===== src/inc/nis_map.vh =====
/*
  register offsets, field positions, reset values and size limits of the
  network interface status block.
  assumes: included by bare name from the rtl files; no process lives here.
*/
`ifndef NIS_MAP_VH
`define NIS_MAP_VH

// ***************************************************************
// register map (byte addresses, one aligned word each)
// ***************************************************************
`define STAT_W0_OFF      8'h00
`define STAT_W1_OFF      8'h04
`define STAT_W2_OFF      8'h08
`define CTRL_OFF         8'h10
`define FAULT_STS_OFF    8'h14
`define FAULT_CLR_OFF    8'h18
`define FAULT_EN_OFF     8'h1c
`define FAULT_LAST_OFF   8'h20
`define LOG_COUNT_OFF    8'h24
`define LOG_DATA_OFF     8'h28
`define SCAN_CNT_OFF     8'h2c

// ***************************************************************
// status word fields (status bit n sits at word bit n-1)
// ***************************************************************
`define BIT_DUPLEX       2
`define BIT_LINK_GOOD    12
`define BIT_RESOURCE     13
`define BIT_INIT         15
`define STAT_WIDTH       80

// ***************************************************************
// control register fields
// ***************************************************************
`define CTRL_CONFIGURED  0
`define CTRL_ONLINE      1
`define CTRL_XCVR_CLR    2
`define CTRL_RESET       32'h0000_0000

// ***************************************************************
// fault codes, one sticky bit each
// ***************************************************************
`define FLT_STATE        0
`define FLT_BAD_CMD      1
`define FLT_WAIT_MODE    2
`define FLT_BAD_TASK     3
`define FLT_XCVR         4
`define FLT_NO_NODE      5
`define FLT_RESOURCE     6
`define FLT_NUM          7

// ***************************************************************
// command request fields and fault log size
// ***************************************************************
`define CMD_CODE_MAX     8'h0f
`define TASK_ID_MAX      4'h3
`define LOG_DEPTH        16
`define LOG_AW           4

`endif


===== src/rtl/fault_log_mem.v =====
/*
  small fault log memory: one entry written per cycle, read data registered.
  assumes: single clock aclk; addresses in range.
*/
`timescale 1ns/1ps

module fault_log_mem (
  // clock
  input  wire        aclk,
  // write side
  input  wire        wr_en,
  input  wire [3:0]  wr_addr,
  input  wire [15:0] wr_data,
  // read side
  input  wire [3:0]  rd_addr,
  output reg  [15:0] rd_data
);

  reg [15:0] mem [0:15];

  // write port and registered read port
  always @(posedge aclk) begin
    if (wr_en) begin
      mem[wr_addr] <= wr_data;
    end
    rd_data <= mem[rd_addr];
  end

endmodule // fault_log_mem


===== src/rtl/scan_tick.v =====
/*
  i/o scan divider: gives one-cycle enable pulse every PERIOD cycles.
  assumes: aclk at 20 MHz, synchronous active low reset.
*/
`timescale 1ns/1ps

module scan_tick #(
  parameter [15:0] PERIOD = 16'd20000
) (
  // clock and reset
  input  wire aclk,
  input  wire aresetn,
  // scan enable
  output reg  tick
);

  reg [15:0] count_reg;

  // free-running up counter
  always @(posedge aclk) begin
    if (!aresetn) begin
      count_reg <= 16'h0000;
      tick      <= 1'b0;
    end else if (count_reg == PERIOD - 16'd1) begin
      count_reg <= 16'h0000;
      tick      <= 1'b1;
    end else begin
      count_reg <= count_reg + 16'd1;
      tick      <= 1'b0;
    end
  end

endmodule // scan_tick


===== src/rtl/network_interface_status_word.v =====
/*
  network interface status block: status region refreshed once per scan,
  fault reporting for command requests, transceiver failure and resource shortage, axi4-lite slave.
  assumes: one clock aclk at 20 MHz; link and request inputs synchronous
  to aclk; the switch side negotiates duplex and reports it on link inputs.
*/
// How it works
// - whole status region is captured afresh at each scan tick
// - status region starts at base offset, bit one at word zero bit zero
// - bit three shows full duplex, meaningful only while link good
// - duplex comes from autonegotiation input, never from a register
// - link good bit follows ability to communicate, returns automatically
// - resource bit set on shortage, cleared on a later scan by itself
// - initialized bit marks valid status; others invalid while zero
// - request while unconfigured or offline discarded and logged
// - request with invalid command code discarded and logged
// - request to unknown task identifier rejected and logged
// - transceiver failure logged, stays off network until cleared
// - request to unresolved remote node discarded and logged
`timescale 1ns/1ps
`include "nis_map.vh"

module network_interface_status_word #(
  parameter [15:0] SCAN_PERIOD = 16'd20000
) (
  // clock and reset
  input  wire        aclk,
  input  wire        aresetn,
  // axi4-lite write address
  input  wire [7:0]  s_axi_awaddr,
  input  wire        s_axi_awvalid,
  output wire        s_axi_awready,
  // axi4-lite write data
  input  wire [31:0] s_axi_wdata,
  input  wire [3:0]  s_axi_wstrb,
  input  wire        s_axi_wvalid,
  output wire        s_axi_wready,
  // axi4-lite write response
  output reg  [1:0]  s_axi_bresp,
  output reg         s_axi_bvalid,
  input  wire        s_axi_bready,
  // axi4-lite read address
  input  wire [7:0]  s_axi_araddr,
  input  wire        s_axi_arvalid,
  output wire        s_axi_arready,
  // axi4-lite read data
  output reg  [31:0] s_axi_rdata,
  output reg  [1:0]  s_axi_rresp,
  output reg         s_axi_rvalid,
  input  wire        s_axi_rready,
  // network side status
  input  wire        phy_link_up,
  input  wire        phy_full_duplex,
  input  wire        xcvr_fail,
  input  wire        mem_shortage,
  input  wire        init_done,
  // command request port
  input  wire        command_request,
  input  wire [7:0]  cmd_code,
  input  wire [3:0]  cmd_task_id,
  input  wire        cmd_wait_mode,
  input  wire        cmd_node_unresolved,
  output reg         cmd_accept,
  output reg         cmd_discard,
  // network enable and interrupt
  output reg         net_enable,
  output wire        irq
);

  // ***************************************************************
  // state
  // ***************************************************************
  reg [79:0]         status_reg;
  reg [31:0]         ctrl_reg;
  reg [6:0]          fault_sts_reg;
  reg [6:0]          fault_en_reg;
  reg [6:0]          fault_last_reg;
  reg [15:0]         log_count_reg;
  reg [3:0]          log_wr_reg;
  reg [3:0]          log_rd_reg;
  reg [31:0]         scan_cnt_reg;
  reg                xcvr_fault_reg;
  reg                short_seen_reg;
  reg                ever_init_reg;
  wire               tick;
  wire [15:0]        log_rd_data;
  reg [6:0]          fault_evt;
  wire [6:0]         fault_clr;

  // ***************************************************************
  // scan divider and fault memory
  // ***************************************************************
  scan_tick #(
    .PERIOD (SCAN_PERIOD)
  ) u_tick (
    .aclk    (aclk),
    .aresetn (aresetn),
    .tick    (tick)
  );

  fault_log_mem u_log (
    .aclk    (aclk),
    .wr_en   (|fault_evt),
    .wr_addr (log_wr_reg),
    .wr_data ({scan_cnt_reg[8:0], fault_evt}),
    .rd_addr (log_rd_reg),
    .rd_data (log_rd_data)
  );

  // lowest set fault bit as a one-hot mask; one entry per cycle, so simultaneous ones collapse
  function [6:0] first_one;
    input [6:0] v;
    begin
      first_one = v & (~v + 7'd1);
    end
  endfunction

  // ***************************************************************
  // command request checks, in priority order
  // ***************************************************************
  wire configured = ctrl_reg[`CTRL_CONFIGURED];
  wire online     = ctrl_reg[`CTRL_ONLINE] & ~xcvr_fault_reg;
  reg  [6:0] req_flt;

  always @* begin
    req_flt = 7'h00;
    if (command_request) begin
      if (!configured || !online || !ever_init_reg)
        req_flt[`FLT_STATE] = 1'b1;
      else if (cmd_wait_mode)
        req_flt[`FLT_WAIT_MODE] = 1'b1;
      else if (cmd_task_id > `TASK_ID_MAX)
        req_flt[`FLT_BAD_TASK] = 1'b1;
      else if (cmd_code > `CMD_CODE_MAX)
        req_flt[`FLT_BAD_CMD] = 1'b1;
      else if (cmd_node_unresolved)
        req_flt[`FLT_NO_NODE] = 1'b1;
    end
  end

  // all fault events of this cycle
  always @* begin
    fault_evt = req_flt;
    fault_evt[`FLT_XCVR]     = xcvr_fail & ~xcvr_fault_reg;
    fault_evt[`FLT_RESOURCE] = mem_shortage & ~short_seen_reg;
  end

  // accept and discard pulses, registered
  always @(posedge aclk) begin
    if (!aresetn) begin
      cmd_accept  <= 1'b0;
      cmd_discard <= 1'b0;
    end else begin
      cmd_accept  <= command_request & ~(|req_flt);
      cmd_discard <= |req_flt;
    end
  end

  // ***************************************************************
  // link fault latch and network enable
  // ***************************************************************
  always @(posedge aclk) begin
    if (!aresetn) begin
      xcvr_fault_reg <= 1'b0;
      net_enable     <= 1'b0;
      short_seen_reg <= 1'b0;
      ever_init_reg  <= 1'b0;
    end else begin
      // a still failing transceiver re-latches: set beats clear
      if (xcvr_fail)
        xcvr_fault_reg <= 1'b1;
      else if (fault_clr[`FLT_XCVR] || ctrl_reg[`CTRL_XCVR_CLR])
        xcvr_fault_reg <= 1'b0;
      net_enable     <= configured & ctrl_reg[`CTRL_ONLINE] & ~xcvr_fault_reg & ~xcvr_fail;
      short_seen_reg <= mem_shortage;
      if (init_done)
        ever_init_reg <= 1'b1;
    end
  end

  // ***************************************************************
  // status region refresh once per scan
  // ***************************************************************
  // shortage seen at any time between two scans shows for one scan
  reg short_pend_reg;
  always @(posedge aclk) begin
    if (!aresetn) begin
      status_reg     <= 80'h0;
      short_pend_reg <= 1'b0;
      scan_cnt_reg   <= 32'h0;
    end else begin
      if (tick) begin
        status_reg <= 80'h0;
        status_reg[`BIT_INIT] <= init_done;
        if (ever_init_reg) begin
          status_reg[`BIT_LINK_GOOD] <= phy_link_up & net_enable;
          status_reg[`BIT_DUPLEX]    <= phy_full_duplex & phy_link_up;
          status_reg[`BIT_RESOURCE]  <= short_pend_reg | mem_shortage;
        end
        scan_cnt_reg <= scan_cnt_reg + 32'd1;
      end
      short_pend_reg <= ~tick & (short_pend_reg | mem_shortage);
    end
  end

  // ***************************************************************
  // sticky fault status and log pointer
  // ***************************************************************
  always @(posedge aclk) begin
    if (!aresetn) begin
      fault_sts_reg  <= 7'h00;
      fault_last_reg <= 7'h00;
      log_count_reg  <= 16'h0000;
      log_wr_reg     <= 4'h0;
    end else begin
      // a new event wins over a clear in the same cycle
      fault_sts_reg <= (fault_sts_reg & ~fault_clr) | fault_evt;
      if (|fault_evt) begin
        fault_last_reg <= first_one(fault_evt);
        log_count_reg  <= log_count_reg + 16'd1;
        log_wr_reg     <= log_wr_reg + 4'd1;
      end
    end
  end

  assign irq = |(fault_sts_reg & fault_en_reg);

  // ***************************************************************
  // axi4-lite write channel
  // ***************************************************************
  reg        aw_held_reg;
  reg        w_held_reg;
  reg [7:0]  awaddr_reg;
  reg [31:0] wdata_reg;
  reg [3:0]  wstrb_reg;
  assign s_axi_awready = ~aw_held_reg & ~s_axi_bvalid;
  assign s_axi_wready  = ~w_held_reg & ~s_axi_bvalid;
  wire       aw_now  = aw_held_reg | s_axi_awvalid;
  wire       w_now   = w_held_reg | s_axi_wvalid;
  wire       do_wr   = aw_now & w_now & ~s_axi_bvalid;
  wire [7:0] wa      = aw_held_reg ? awaddr_reg : s_axi_awaddr;
  wire [31:0] wd     = w_held_reg ? wdata_reg : s_axi_wdata;
  wire [3:0]  ws     = w_held_reg ? wstrb_reg : s_axi_wstrb;

  // byte-lane merge used by the control and fault enable registers
  function [31:0] merge;
    input [31:0] old;
    input [31:0] nw;
    input [3:0]  be;
    integer i;
    begin
      merge = old;
      for (i = 0; i < 4; i = i + 1)
        if (be[i])
          merge[i*8 +: 8] = nw[i*8 +: 8];
    end
  endfunction

  // clear strobes and merged enable, decoded straight off the accepted write
  assign fault_clr = (do_wr && wa == `FAULT_CLR_OFF && ws[0]) ? wd[6:0] : 7'h00;
  wire [31:0] en_m = merge({25'h0, fault_en_reg}, wd, ws);

  always @(posedge aclk) begin
    if (!aresetn) begin
      aw_held_reg  <= 1'b0;
      w_held_reg   <= 1'b0;
      awaddr_reg   <= 8'h00;
      wdata_reg    <= 32'h0;
      wstrb_reg    <= 4'h0;
      s_axi_bvalid <= 1'b0;
      s_axi_bresp  <= 2'b00;
      ctrl_reg     <= `CTRL_RESET;
      fault_en_reg <= 7'h00;
    end else begin
      if (s_axi_awvalid && s_axi_awready && !do_wr) begin
        aw_held_reg <= 1'b1;
        awaddr_reg  <= s_axi_awaddr;
      end
      if (s_axi_wvalid && s_axi_wready && !do_wr) begin
        w_held_reg <= 1'b1;
        wdata_reg  <= s_axi_wdata;
        wstrb_reg  <= s_axi_wstrb;
      end
      if (do_wr) begin
        aw_held_reg  <= 1'b0;
        w_held_reg   <= 1'b0;
        s_axi_bvalid <= 1'b1;
        s_axi_bresp  <= 2'b00;
        case (wa)
          `CTRL_OFF:      ctrl_reg     <= merge(ctrl_reg, wd, ws) & 32'h0000_0007;
          `FAULT_EN_OFF:  fault_en_reg <= en_m[6:0];
          `FAULT_CLR_OFF: s_axi_bresp  <= 2'b00;
          default:        s_axi_bresp  <= 2'b10;   // read-only or unmapped
        endcase
      end else if (s_axi_bvalid && s_axi_bready) begin
        s_axi_bvalid <= 1'b0;
      end
    end
  end

  // ***************************************************************
  // axi4-lite read channel, two-stage so log memory data is ready
  // ***************************************************************
  localparam RD_IDLE = 3'b001;
  localparam RD_WAIT = 3'b010;
  localparam RD_DATA = 3'b100;
  reg [2:0] rd_state_reg;
  reg [7:0] araddr_reg;

  assign s_axi_arready = rd_state_reg[0];

  always @(posedge aclk) begin
    if (!aresetn) begin
      rd_state_reg <= RD_IDLE;
      araddr_reg   <= 8'h00;
      log_rd_reg   <= 4'h0;
      s_axi_rvalid <= 1'b0;
      s_axi_rdata  <= 32'h0;
      s_axi_rresp  <= 2'b00;
    end else begin
      case (rd_state_reg)
        RD_IDLE: begin
          if (s_axi_arvalid) begin
            araddr_reg   <= s_axi_araddr;
            rd_state_reg <= RD_WAIT;
          end
        end
        RD_WAIT: begin
          s_axi_rvalid <= 1'b1;
          s_axi_rresp  <= 2'b00;
          rd_state_reg <= RD_DATA;
          case (araddr_reg)
            `STAT_W0_OFF:    s_axi_rdata <= status_reg[31:0];
            `STAT_W1_OFF:    s_axi_rdata <= status_reg[63:32];
            `STAT_W2_OFF:    s_axi_rdata <= {16'h0, status_reg[79:64]};
            `CTRL_OFF:       s_axi_rdata <= ctrl_reg;
            `FAULT_STS_OFF:  s_axi_rdata <= {25'h0, fault_sts_reg};
            `FAULT_CLR_OFF:  s_axi_rdata <= 32'h0;
            `FAULT_EN_OFF:   s_axi_rdata <= {25'h0, fault_en_reg};
            `FAULT_LAST_OFF: s_axi_rdata <= {25'h0, fault_last_reg};
            `LOG_COUNT_OFF:  s_axi_rdata <= {16'h0, log_count_reg};
            `LOG_DATA_OFF: begin
              // each read pops the next oldest slot
              s_axi_rdata <= {12'h0, log_rd_reg, log_rd_data};
              log_rd_reg  <= log_rd_reg + 4'd1;
            end
            `SCAN_CNT_OFF:   s_axi_rdata <= scan_cnt_reg;
            default: begin
              s_axi_rdata <= 32'h0;
              s_axi_rresp <= 2'b10;
            end
          endcase
        end
        RD_DATA: begin
          if (s_axi_rready) begin
            s_axi_rvalid <= 1'b0;
            rd_state_reg <= RD_IDLE;
          end
        end
        default: rd_state_reg <= RD_IDLE;
      endcase
    end
  end

endmodule // network_interface_status_word


===== config.mk =====
export PLATFORM = sky130hd
export DESIGN_NAME = network_interface_status_word
export DESIGN_NICKNAME = d
export VERILOG_FILES = /design/src/rtl/fault_log_mem.v /design/src/rtl/scan_tick.v /design/src/rtl/network_interface_status_word.v
export VERILOG_INCLUDE_DIRS = /design/src /design/src/inc
export SDC_FILE = /design/constraint.sdc
export NUM_CORES = 1
export LEC_CHECK = 0
export BUFFER_PORTS_ARGS = -buffer_cell sky130_fd_sc_hd__buf_2
export CORE_ASPECT_RATIO = 1.4
export CORE_MARGIN = 4
export CORE_UTILIZATION = 30
export CTS_BUF_LIST = sky130_fd_sc_hd__clkbuf_8
export DETAILED_ROUTE_END_ITERATION = 8
export SLEW_MARGIN = 0
export SYNTH_ARGS = -nofsm -noshare
export SYNTH_HDL_FRONTEND = slang
export SYNTH_SLANG_ARGS = --single-unit

===== constraint.sdc =====
create_clock -name aclk -period 4.35 [get_ports aclk]
set_clock_uncertainty 0.15 [all_clocks]
set_input_delay 0.435 -clock aclk [delete_from_list [all_inputs] [get_ports aclk]]
set_output_delay 0.435 -clock aclk [all_outputs]
set_load 0.02 [all_outputs]

* Word level (Yosys, flattened, before mapping)
Memory sizes are Yosys's and may differ from the RTL's. A register that Yosys moved wholly into a read port is not among the register bits.
Index checks and enable logic that the tools add are counted.
** Word-level totals
- RAM bits :: 256
- Memories :: 1
- Input bits :: 79
- Output and inout port bits :: 45
- Register bits after elaboration :: 175
- Logic and storage cells :: 157
** Operators by class
- Add/subtract/negate cells :: 6
- $lt $le $gt $ge :: 2
- Equal/unequal tests :: 19
- Mux-type cells :: 36
- Bitwise gates (word level) :: 32
- Reduce and logical (&&, ||, !) cells :: 31
** Memories
- u_log.mem :: words 16, bits a word 16, read ports 1, clocked after Yosys merged registers in 1, write ports 1, RTL line fault_log_mem.v:19 : reg [15:0] mem [0:15];
** Operators by type and width (number)
- one-hot mux 32 bit (8 select lines) :: 1
- equality test 8 x 5 -> 1 bit, second input constant :: 7
- adder 16 x 1 -> 16 bit, second input constant :: 2
- adder 32 x 1 -> 32 bit, second input constant :: 1
- equality test 8 x 6 -> 1 bit, second input constant :: 4
- 2-to-1 mux 1 bit :: 23
- bitwise AND 7 bit :: 3
- equality test 16 x 15 -> 1 bit, second input constant :: 1
- bitwise AND 1 bit :: 14
- 2-to-1 mux 7 bit :: 2
- NOT 7 bit :: 2
- OR reduction 7 bit :: 2
- OR reduction 11 bit :: 1
- 2-to-1 mux 3 bit :: 3
- NOT 1 bit :: 9
- one-hot mux 3 bit (3 select lines) :: 1
- adder 4 x 1 -> 4 bit, second input constant :: 2
- equality test 8 x 3 -> 1 bit, second input constant :: 1
- equality test 8 x 4 -> 1 bit, second input constant :: 1
- greater-than comparator 8 x 4 -> 1 bit, second input constant :: 1
- zero test 8 bit :: 1
- 2-to-1 mux 8 bit :: 1
- AND reduction 2 bit :: 4
- adder 7 x 1 -> 7 bit, second input constant :: 1
- 18 further kinds :: 38

* Longest topological paths before layout
Gate-level depths: netlist of run 1.
- Word-level depth :: 10
- Depth in mapped cells :: 8
- Mapped depth without buffers :: 6

* By module
A second synthesis of run 1 with hierarchy kept.
** Second synthesis, totals
- Cell total of the unflattened synthesis :: 1325
- Area, all modules :: 18210.0 sq um
** Modules (own cells, without submodules)
- fault_log_mem :: area an instance 10042.1 sq um, sequential area each 8007.7 sq um, cells an instance 432, instances 1
- network_interface_status_word :: area an instance 7349.5 sq um, sequential area each 3123.0 sq um, cells an instance 810, instances 1
- scan_tick :: area an instance 818.3 sq um, sequential area each 340.3 sq um, cells an instance 83, instances 1

* Least setup slack after synthesis of run 1
Ideal clock, no wire load.
- Path kind :: input-to-reg
- Start point :: input port mem_shortage
- End point :: memory u_log.mem[0][0] (enable)
- Setup time :: 0.409 ns
- Arrival time :: 2.384 ns
- Data required time :: 3.791 ns
- Path slack :: 1.407 ns
- Stages :: 6
- Path buffers :: 0
- Cell sequence :: nand2b_1 inv_1 nor2_1 nand2_1 nand2_1 nor3_1
** On the way
- Word-level cells in the longest chain between the ends :: 4
** RTL lines
- start: declaration :: RTL line network_interface_status_word.v:55 : input wire mem_shortage,
- bitwise AND 1 bit :: RTL line network_interface_status_word.v:145 : fault_evt[`FLT_RESOURCE] = mem_shortage & ~short_seen_reg;
- named net fault_evt[6] :: RTL line network_interface_status_word.v:87 : reg [6:0] fault_evt;
- OR reduction 7 bit :: RTL line network_interface_status_word.v:103 : .wr_en (|fault_evt),
- 2-to-1 mux 1 bit :: RTL line fault_log_mem.v:23 : if (wr_en) begin
- 2-to-1 mux 1 bit (implied by the code) :: RTL line fault_log_mem.v:24 : mem[wr_addr] <= wr_data;
- end: declaration :: RTL line fault_log_mem.v:19
The timed path passes the listed nets, and every way through them passes these cells.

* Worst setup path after layout of run 1
- Start point :: input port mem_shortage
- End point :: memory u_log.mem[4][1] (enable)
Same word-level chain as after synthesis.

==> results of run 1 <==
[per-stage QoR]
stage               setup WS [ns]  hold WS [ns]  cell area [sq um]  utilization [%]
floorplan                    1.41         0.268              17900                -
global placement            0.787         0.280              19300             32.8
detailed placement          0.660         0.294              19300             32.8
CTS                         0.747        0.0408              20900             35.6
global route                0.529        0.0692              20900             35.6
finish                      0.778        0.0709              20900             35.6
[cells in the final DEF (no fill, tap or decap), types with 27 or more instances in the layout]
cell type | netlist | final
o21ai_1 | 28 | 28
a21oi_1 | 40 | 40
nor3_1 | 31 | 27
nor2_1 | 139 | 139
mux2i_1 | 37 | 37
buf_4 | 2 | 33
a22oi_1 | 30 | 30
nand3_1 | 32 | 32
clkbuf_8 | 0 | 76
xnor2_1 | 30 | 30
buf_2 | 11 | 87
mux4_2 | 80 | 80
edfxtp_1 | 256 | 256
dfxtp_1 | 189 | 187
nand2_1 | 105 | 105
inv_1 | 22 | 39
dlygate4sd3_1 | 0 | 32
[routing by layer]
layer	GRT usage, %	vias to the layer above	wire length [um]
met5	0	-	0
met4	4.80	0	1180
met3	2.38	78	1670
met2	25.4	271	23600
met1	14.9	5662	16700
li1	-	5278	-
[power by group through the flow]
stage / clock network, mW / registers, mW / logic, mW
after global placement: 0 / 4.68 / 0.383
after floorplan: 0 / 4.66 / 0.265
final: 3.31 / 4.59 / 0.409
after CTS: 3.42 / 4.59 / 0.412
after detailed placement: 0 / 4.68 / 0.388
after global routing: 3.62 / 4.60 / 0.448
[worst max-delay path, delay by kind of cell]
kind / cells / cell delay, ns
buffers and inverters: 4 / 1.52
AND/OR/NAND/NOR: 5 / 1.77
[worst paths after layout]
path	from	slack (ns)	endpoint	cells past startpoint
max	mem_shortage	0.78	u_log.mem[4][1]$_DFFE_PP_	9
min	s_axi_arvalid	0.07	rd_state_reg[0]$_SDFFE_PN1P_	4
max reg2reg	short_seen_reg$_SDFF_PN0_	0.99	u_log.mem[4][1]$_DFFE_PP_	7
min reg2reg	s_axi_rdata[13]$_SDFFE_PN0P_	0.30	s_axi_rdata[13]$_SDFFE_PN0P_	2
[final cells by class]
cell class              instances  area share [%]
clock buffers                  76            4.99
well taps                     749            4.47
clock inverters                43            1.19
multi-input cells             780            29.1
inverters                      26           0.472
flip-flops and latches        445            54.8
repair buffers                154            4.98
[kinds of logic after synthesis]
kind of cell	share of synthesized area, %
AOI/OAI and AO/OA	6.00
xor gates and xnor gates	2.45
adders and majority gates	0.559
buffers and inverters	2.09
DFF	64.0
muxes	13.6
other	0.0209
and+or+nand+nor	11.2
==> key figures, run 1 <==
Global routing
  • Largest net degree at the start of global routing: slightly below 70
  • Vias in the first global route: 11600
  • Gr usage total: ~13%
  • Overflow after GRT: 0
  • Initial antenna violation count: 0
  • First-pass GRT wire length: 67500 um

Timing
  • Min cycle time layout: approximately 3.6 ns
  • Max_slew headroom: approximately 13%
  • Setup TNS: 0 ns
  • Fmax: about 0.28 GHz
  • # setup viols final: 0
  • Slew @ Worst Pin: 1.30 ns
  • Hold Vio Cnt, Final: 0
  • RSZ-0062 raised after global routing: false
  • Crit share post-route: 82.1%
  • Final Max Slew Viols: 0

Clocking
  • Clock-pin slew on the worst setup and hold paths: ~0.06 ns
  • CTS tree: built
  • Sink Count: 445
  • Number of hold buffers added after CTS: 32
  • Cts repair resizes: 0
  • Root Buffer: clkbuf_8
  • Setup bufs post-CTS: 0
  • H-tree Lvls: 3
  • Clock Latency Late Sink: ~0.61 ns
  • Max Root-Sink Buffers: 3
  • Number of CTS-inserted buffers: 66

Yosys
  • Synth area leader: edfxtp_1
  • Yosys warning total: 0
  • Mean Syn Cell Area: between 10 and 15 sq um
  • Synth area leaders: edfxtp_1 43%, dfxtp_1 21%, mux4_2 10%, nor2_1 2.9%, nand2_1 2.2%
  • Synth top cells by count: 256 x edfxtp_1, 189 x dfxtp_1, 139 x nor2_1
  • Sequential share of the synthesized area: roughly 64%
  • Post-synth EDFFs: between 200 and 300
  • Post-synth top area share: a little over two fifths
  • Area of the mapped netlist: approximately 0.018 sq mm
  • Post-synthesis async set-or-reset flop share: 0%
  • Count leader, synth: edfxtp_1
  • Post-synthesis cell count: 1318
  • Top_reg_cell synth: edfxtp_1
  • Distinct cells, synth: 71
  • Seq cells post-synth: approximately 450

Min path
  • Hold Crit Class: primary input to flop

Route
  • Starting DRT DRC Count: 711
  • Via-per-instance ratio: a little under 5
  • Drt drc: 0
  • Post-Route WL: about 43000 um
  • DRT Pass-1 Iters: 7
  • Post-DRT Antenna Nets: 0
  • Vias: ~11000
  • DR WL/cell: 19.0 um

Place
  • GP Congestion: approximately 0.83
  • Placed Instances: about 2100
  • Buffers on Ports: 87
  • DP HPWL: 28700 um

Layout
  • Largest register FFs: ~260
  • Multi-input logic area: just over 0.006 sq mm
  • Fraction of layout cells with a size suffix above 1: 21.4%
  • Final #Nets: 1560
  • Non-filler cells, final: around 2300
  • FILL cells: around 5600
  • Antenna Diode Count: 0
  • Register area: approximately 0.011 sq mm
  • Synthesis-to-layout area growth: 17.0%

Floorplanning
  • Die height: 297 um
  • Die W: ~210 um
  • FP Rows: 105
  • I/O pins: between 100 and 150
  • Die area: between 0.06 and 0.07 sq mm
  • Core ar.: ~0.059 sq mm
  • Starting density of the core: a little under a third

Critical path
  • CP Capture Type: flop
  • Critical Path Max Stage Delay: around 1 ns
  • CP cell instances: dlygate4sd3_1, buf_2, nand2b_1, inv_1, nor2_1, nand2_1, nand2_1, nor2_1, buf_4
  • Arrival @ worst endpoint: ~3.7 ns
  • Setup CP Type: primary input to flop
  • Worst setup SP type: primary input
  • CP max-delay cell: nor2_1
  • Crit-path max FO: 19
  • Crit path required time: roughly 4.5 ns

Power
  • Sequential power share: 55.2%
  • Sw Share: roughly 23%
  • Comb pwr share: around 4.9%
  • Net Switching: between 1.5 and 2 mW
  • Int Pwr: about 6.4 mW
  • Maximum VDD drop: roughly 0.00017 V
  • Overall power: just over 8 mW
  • Leakage power: between 7 and 8 nW
  • Clk network pwr share: between 30% and 40%
  • Power Density: around 400 mW/mm^2

Run
  • Max-cap viol count: 0

Status
  • Status: finished clean
Power figures use the tool's default switching activity.
==> inputs of run 2 (changes only) <==
==> constraint.sdc (replaced) <==
create_clock -name aclk -period 3.2 [get_ports aclk]
set_clock_uncertainty 0.15 [all_clocks]
set_input_delay 0.32 -clock aclk [delete_from_list [all_inputs] [get_ports aclk]]
set_output_delay 0.32 -clock aclk [all_outputs]
set_load 0.02 [all_outputs]
==> key figures, run 2 (synthesis results as in run 1) <==
Route
  • Post-DRT Antenna Nets: 0
  • DRT Pass-1 Iters: 5
  • Starting DRT DRC Count: between 700 and 800
  • DR WL/cell: 19.5 um
  • Drt drc: 0
  • Vias: approximately 12000
  • Via-per-instance ratio: about 5
  • Post-Route WL: about 45000 um

Floorplanning
  • Die W: between 200 and 250 um
  • FP Rows: 105
  • Starting density of the core: a little under a third
  • Die area: between 0.06 and 0.07 sq mm
  • Core ar.: around 0.059 sq mm
  • I/O pins: roughly 120
  • Die height: ~300 um

Layout
  • Most common cell after layout, fill and taps aside: edfxtp_1
  • Largest register FFs: approximately 260
  • Final #Nets: about 1600
  • Non-filler cells, final: 2300
  • Multi-input logic area: between 0.006 and 0.007 sq mm
  • Commonest cells after routing, fill and taps aside: 256 x edfxtp_1, 187 x dfxtp_1, 139 x nor2_1, 105 x nand2_1, 87 x buf_2
  • Synthesis-to-layout area growth: 18.4%
  • FILL cells: around 5600
  • Finished Cell Area: approximately 0.021 sq mm
  • Register area: about 0.011 sq mm
  • Fin util: between 30% and 40%
  • Fraction of layout cells with a size suffix above 1: roughly 22%

Timing
  • Setup TNS: 0 ns
  • Fin worst setup slack: 0.495 ns
  • Fmax: approximately 0.37 GHz
  • Min cycle time layout: approximately 2.7 ns
  • # setup viols final: 0
  • RSZ-0062 raised after global routing: false
  • Hold Vio Cnt, Final: 0
  • Crit share post-route: 84.5%
  • Final Max Slew Viols: 0
  • Slew @ Worst Pin: about 0.96 ns
  • Max_slew headroom: between 30 and 40%
  • Hold Slack: 0.0646 ns

Place
  • Buffers on Ports: between 80 and 90
  • GP Congestion: between 0.8 and 0.9
  • Post-DP Area: a little under 0.02 sq mm
  • DP HPWL: 29700 um
  • Post-Place Setup Slack: 0.504 ns
  • Placed Instances: between 2000 and 2500

Clocking
  • Root Buffer: clkbuf_8
  • Number of CTS-inserted buffers: 67
  • Cts repair resizes: 0
  • Clock-pin slew on the worst setup and hold paths: 0.06 ns
  • Max Root-Sink Buffers: 3
  • H-tree Lvls: 3
  • Clock Latency Late Sink: 0.62 ns
  • CTS tree: built
  • Sink Count: between 400 and 500

Power
  • Overall power: between 10 and 15 mW
  • Power Density: about 540 mW/mm^2
  • Maximum VDD drop: approximately 0.00023 V
  • Leakage power: between 7 and 8 nW

Global routing
  • Vias in the first global route: 11800
  • Initial antenna violation count: 1
  • Gr busiest metal: met2
  • First-pass GRT wire length: 69300 um
  • Largest net degree at the start of global routing: 70
  • Grt met2 use: 26.0%
  • M3 GR Usage: 2.47%
  • Overflow after GRT: 0
  • Met1 GRT Util: 15.2%
  • Gr usage total: roughly 14%

Min path
  • Hold Path Sink: s_axi_rdata[7]$_SDFFE_PN0P_
  • Hold Crit Class: primary input to flop
  • Hold path startpoint: aresetn
  • Hold depth: 5

Critical path
  • CP Buf/Inv Count: 1
  • Delay-heaviest family, CP: simple AND/OR/NAND/NOR gates
  • Worst r2r src: ever_init_reg$_SDFFE_PN0P_
  • Most used cell, CP: nand2_1
  • Arrival @ worst endpoint: 2.86 ns
  • Critical Path Max Stage Delay: between 0.7 and 0.8 ns
  • CP Capture Type: flop
  • Worst setup SP type: flop
  • FF-to-FF setup slack: 0.50 ns
  • RR Endpoint: u_log.mem[0][6]$_DFFE_PP_
  • Crit path required time: approximately 3.4 ns
  • Setup CP Type: flop to flop
  • CP cell instances: nand4b_1, o41ai_2, nand2_1, nand2_1, nor3_2, buf_4
  • Crit path from: ever_init_reg$_SDFFE_PN0P_
  • R2R depth: 6
  • CP max-delay cell: nor3_2
  • Crit-path max FO: 9

Run
  • Max-cap viol count: 0

Status
  • Status: finished clean
run 2: changes by cell type in the layout (fill, tap and decap cells not counted), moves of 4 or more:
cell	previous run	this run
buf_12	2	6
buf_4	33	51
clkinv_1	9	4
clkinv_2	11	7
dlygate4sd3_1	32	36
inv_1	39	47
run 2: metal layers:
layer,vias to the layer above,wire length (um)
met1,5815,17100
li1,5328,-
met3,93,1960
met2,296,24200
met4,0,1590
met5,-,0
run 2: repair_timing:
action	in CTS	in global routing
hold buffers	36	0
hold endpoints to repair	49	0
buffers inserted	0	0
run 2: power breakdown:
group | switching, mW | leakage, nW | total, mW | internal [mW]
logic | 0.328 | 2.64 | 0.566 | 0.238
clock network | 2.17 | 0.754 | 4.53 | 2.37
registers | 0.0912 | 3.82 | 6.25 | 6.16
run 2: how the worst max path moves through the flow:
stage / endpoint / slack [ns] / depth (start not counted)
CTS: u_log.mem[4][10]$_DFFE_PP_ / 0.49 / 6
detailed placement: u_log.mem[4][14]$_DFFE_PP_ / 0.50 / 7
finish: u_log.mem[0][6]$_DFFE_PP_ / 0.50 / 6
global route: u_log.mem[0][6]$_DFFE_PP_ / 0.38 / 6
global placement: u_log.mem[4][14]$_DFFE_PP_ / 0.54 / 7
floorplan: u_log.mem[0][0]$_DFFE_PP_ / 0.33 / 6
run 2: worst reg2reg max path, cell delays in order, from the launching register on:
cell and delay [ns]:
dfxtp_1 0.42, nand4b_1 0.32, o41ai_2 0.15, nand2_1 0.15, nand2_1 0.14, nor3_2 0.75
buf_4 0.32
run 2: cell type report:
type	instances	area share, %
clock buffers	77	5.00
clock inverters	42	1.13
diodes	1	0.0118
inverters	26	0.466
flip-flops and latches	445	54.1
repair buffers	180	6.12
multi-input cells	780	28.7
well taps	749	4.42
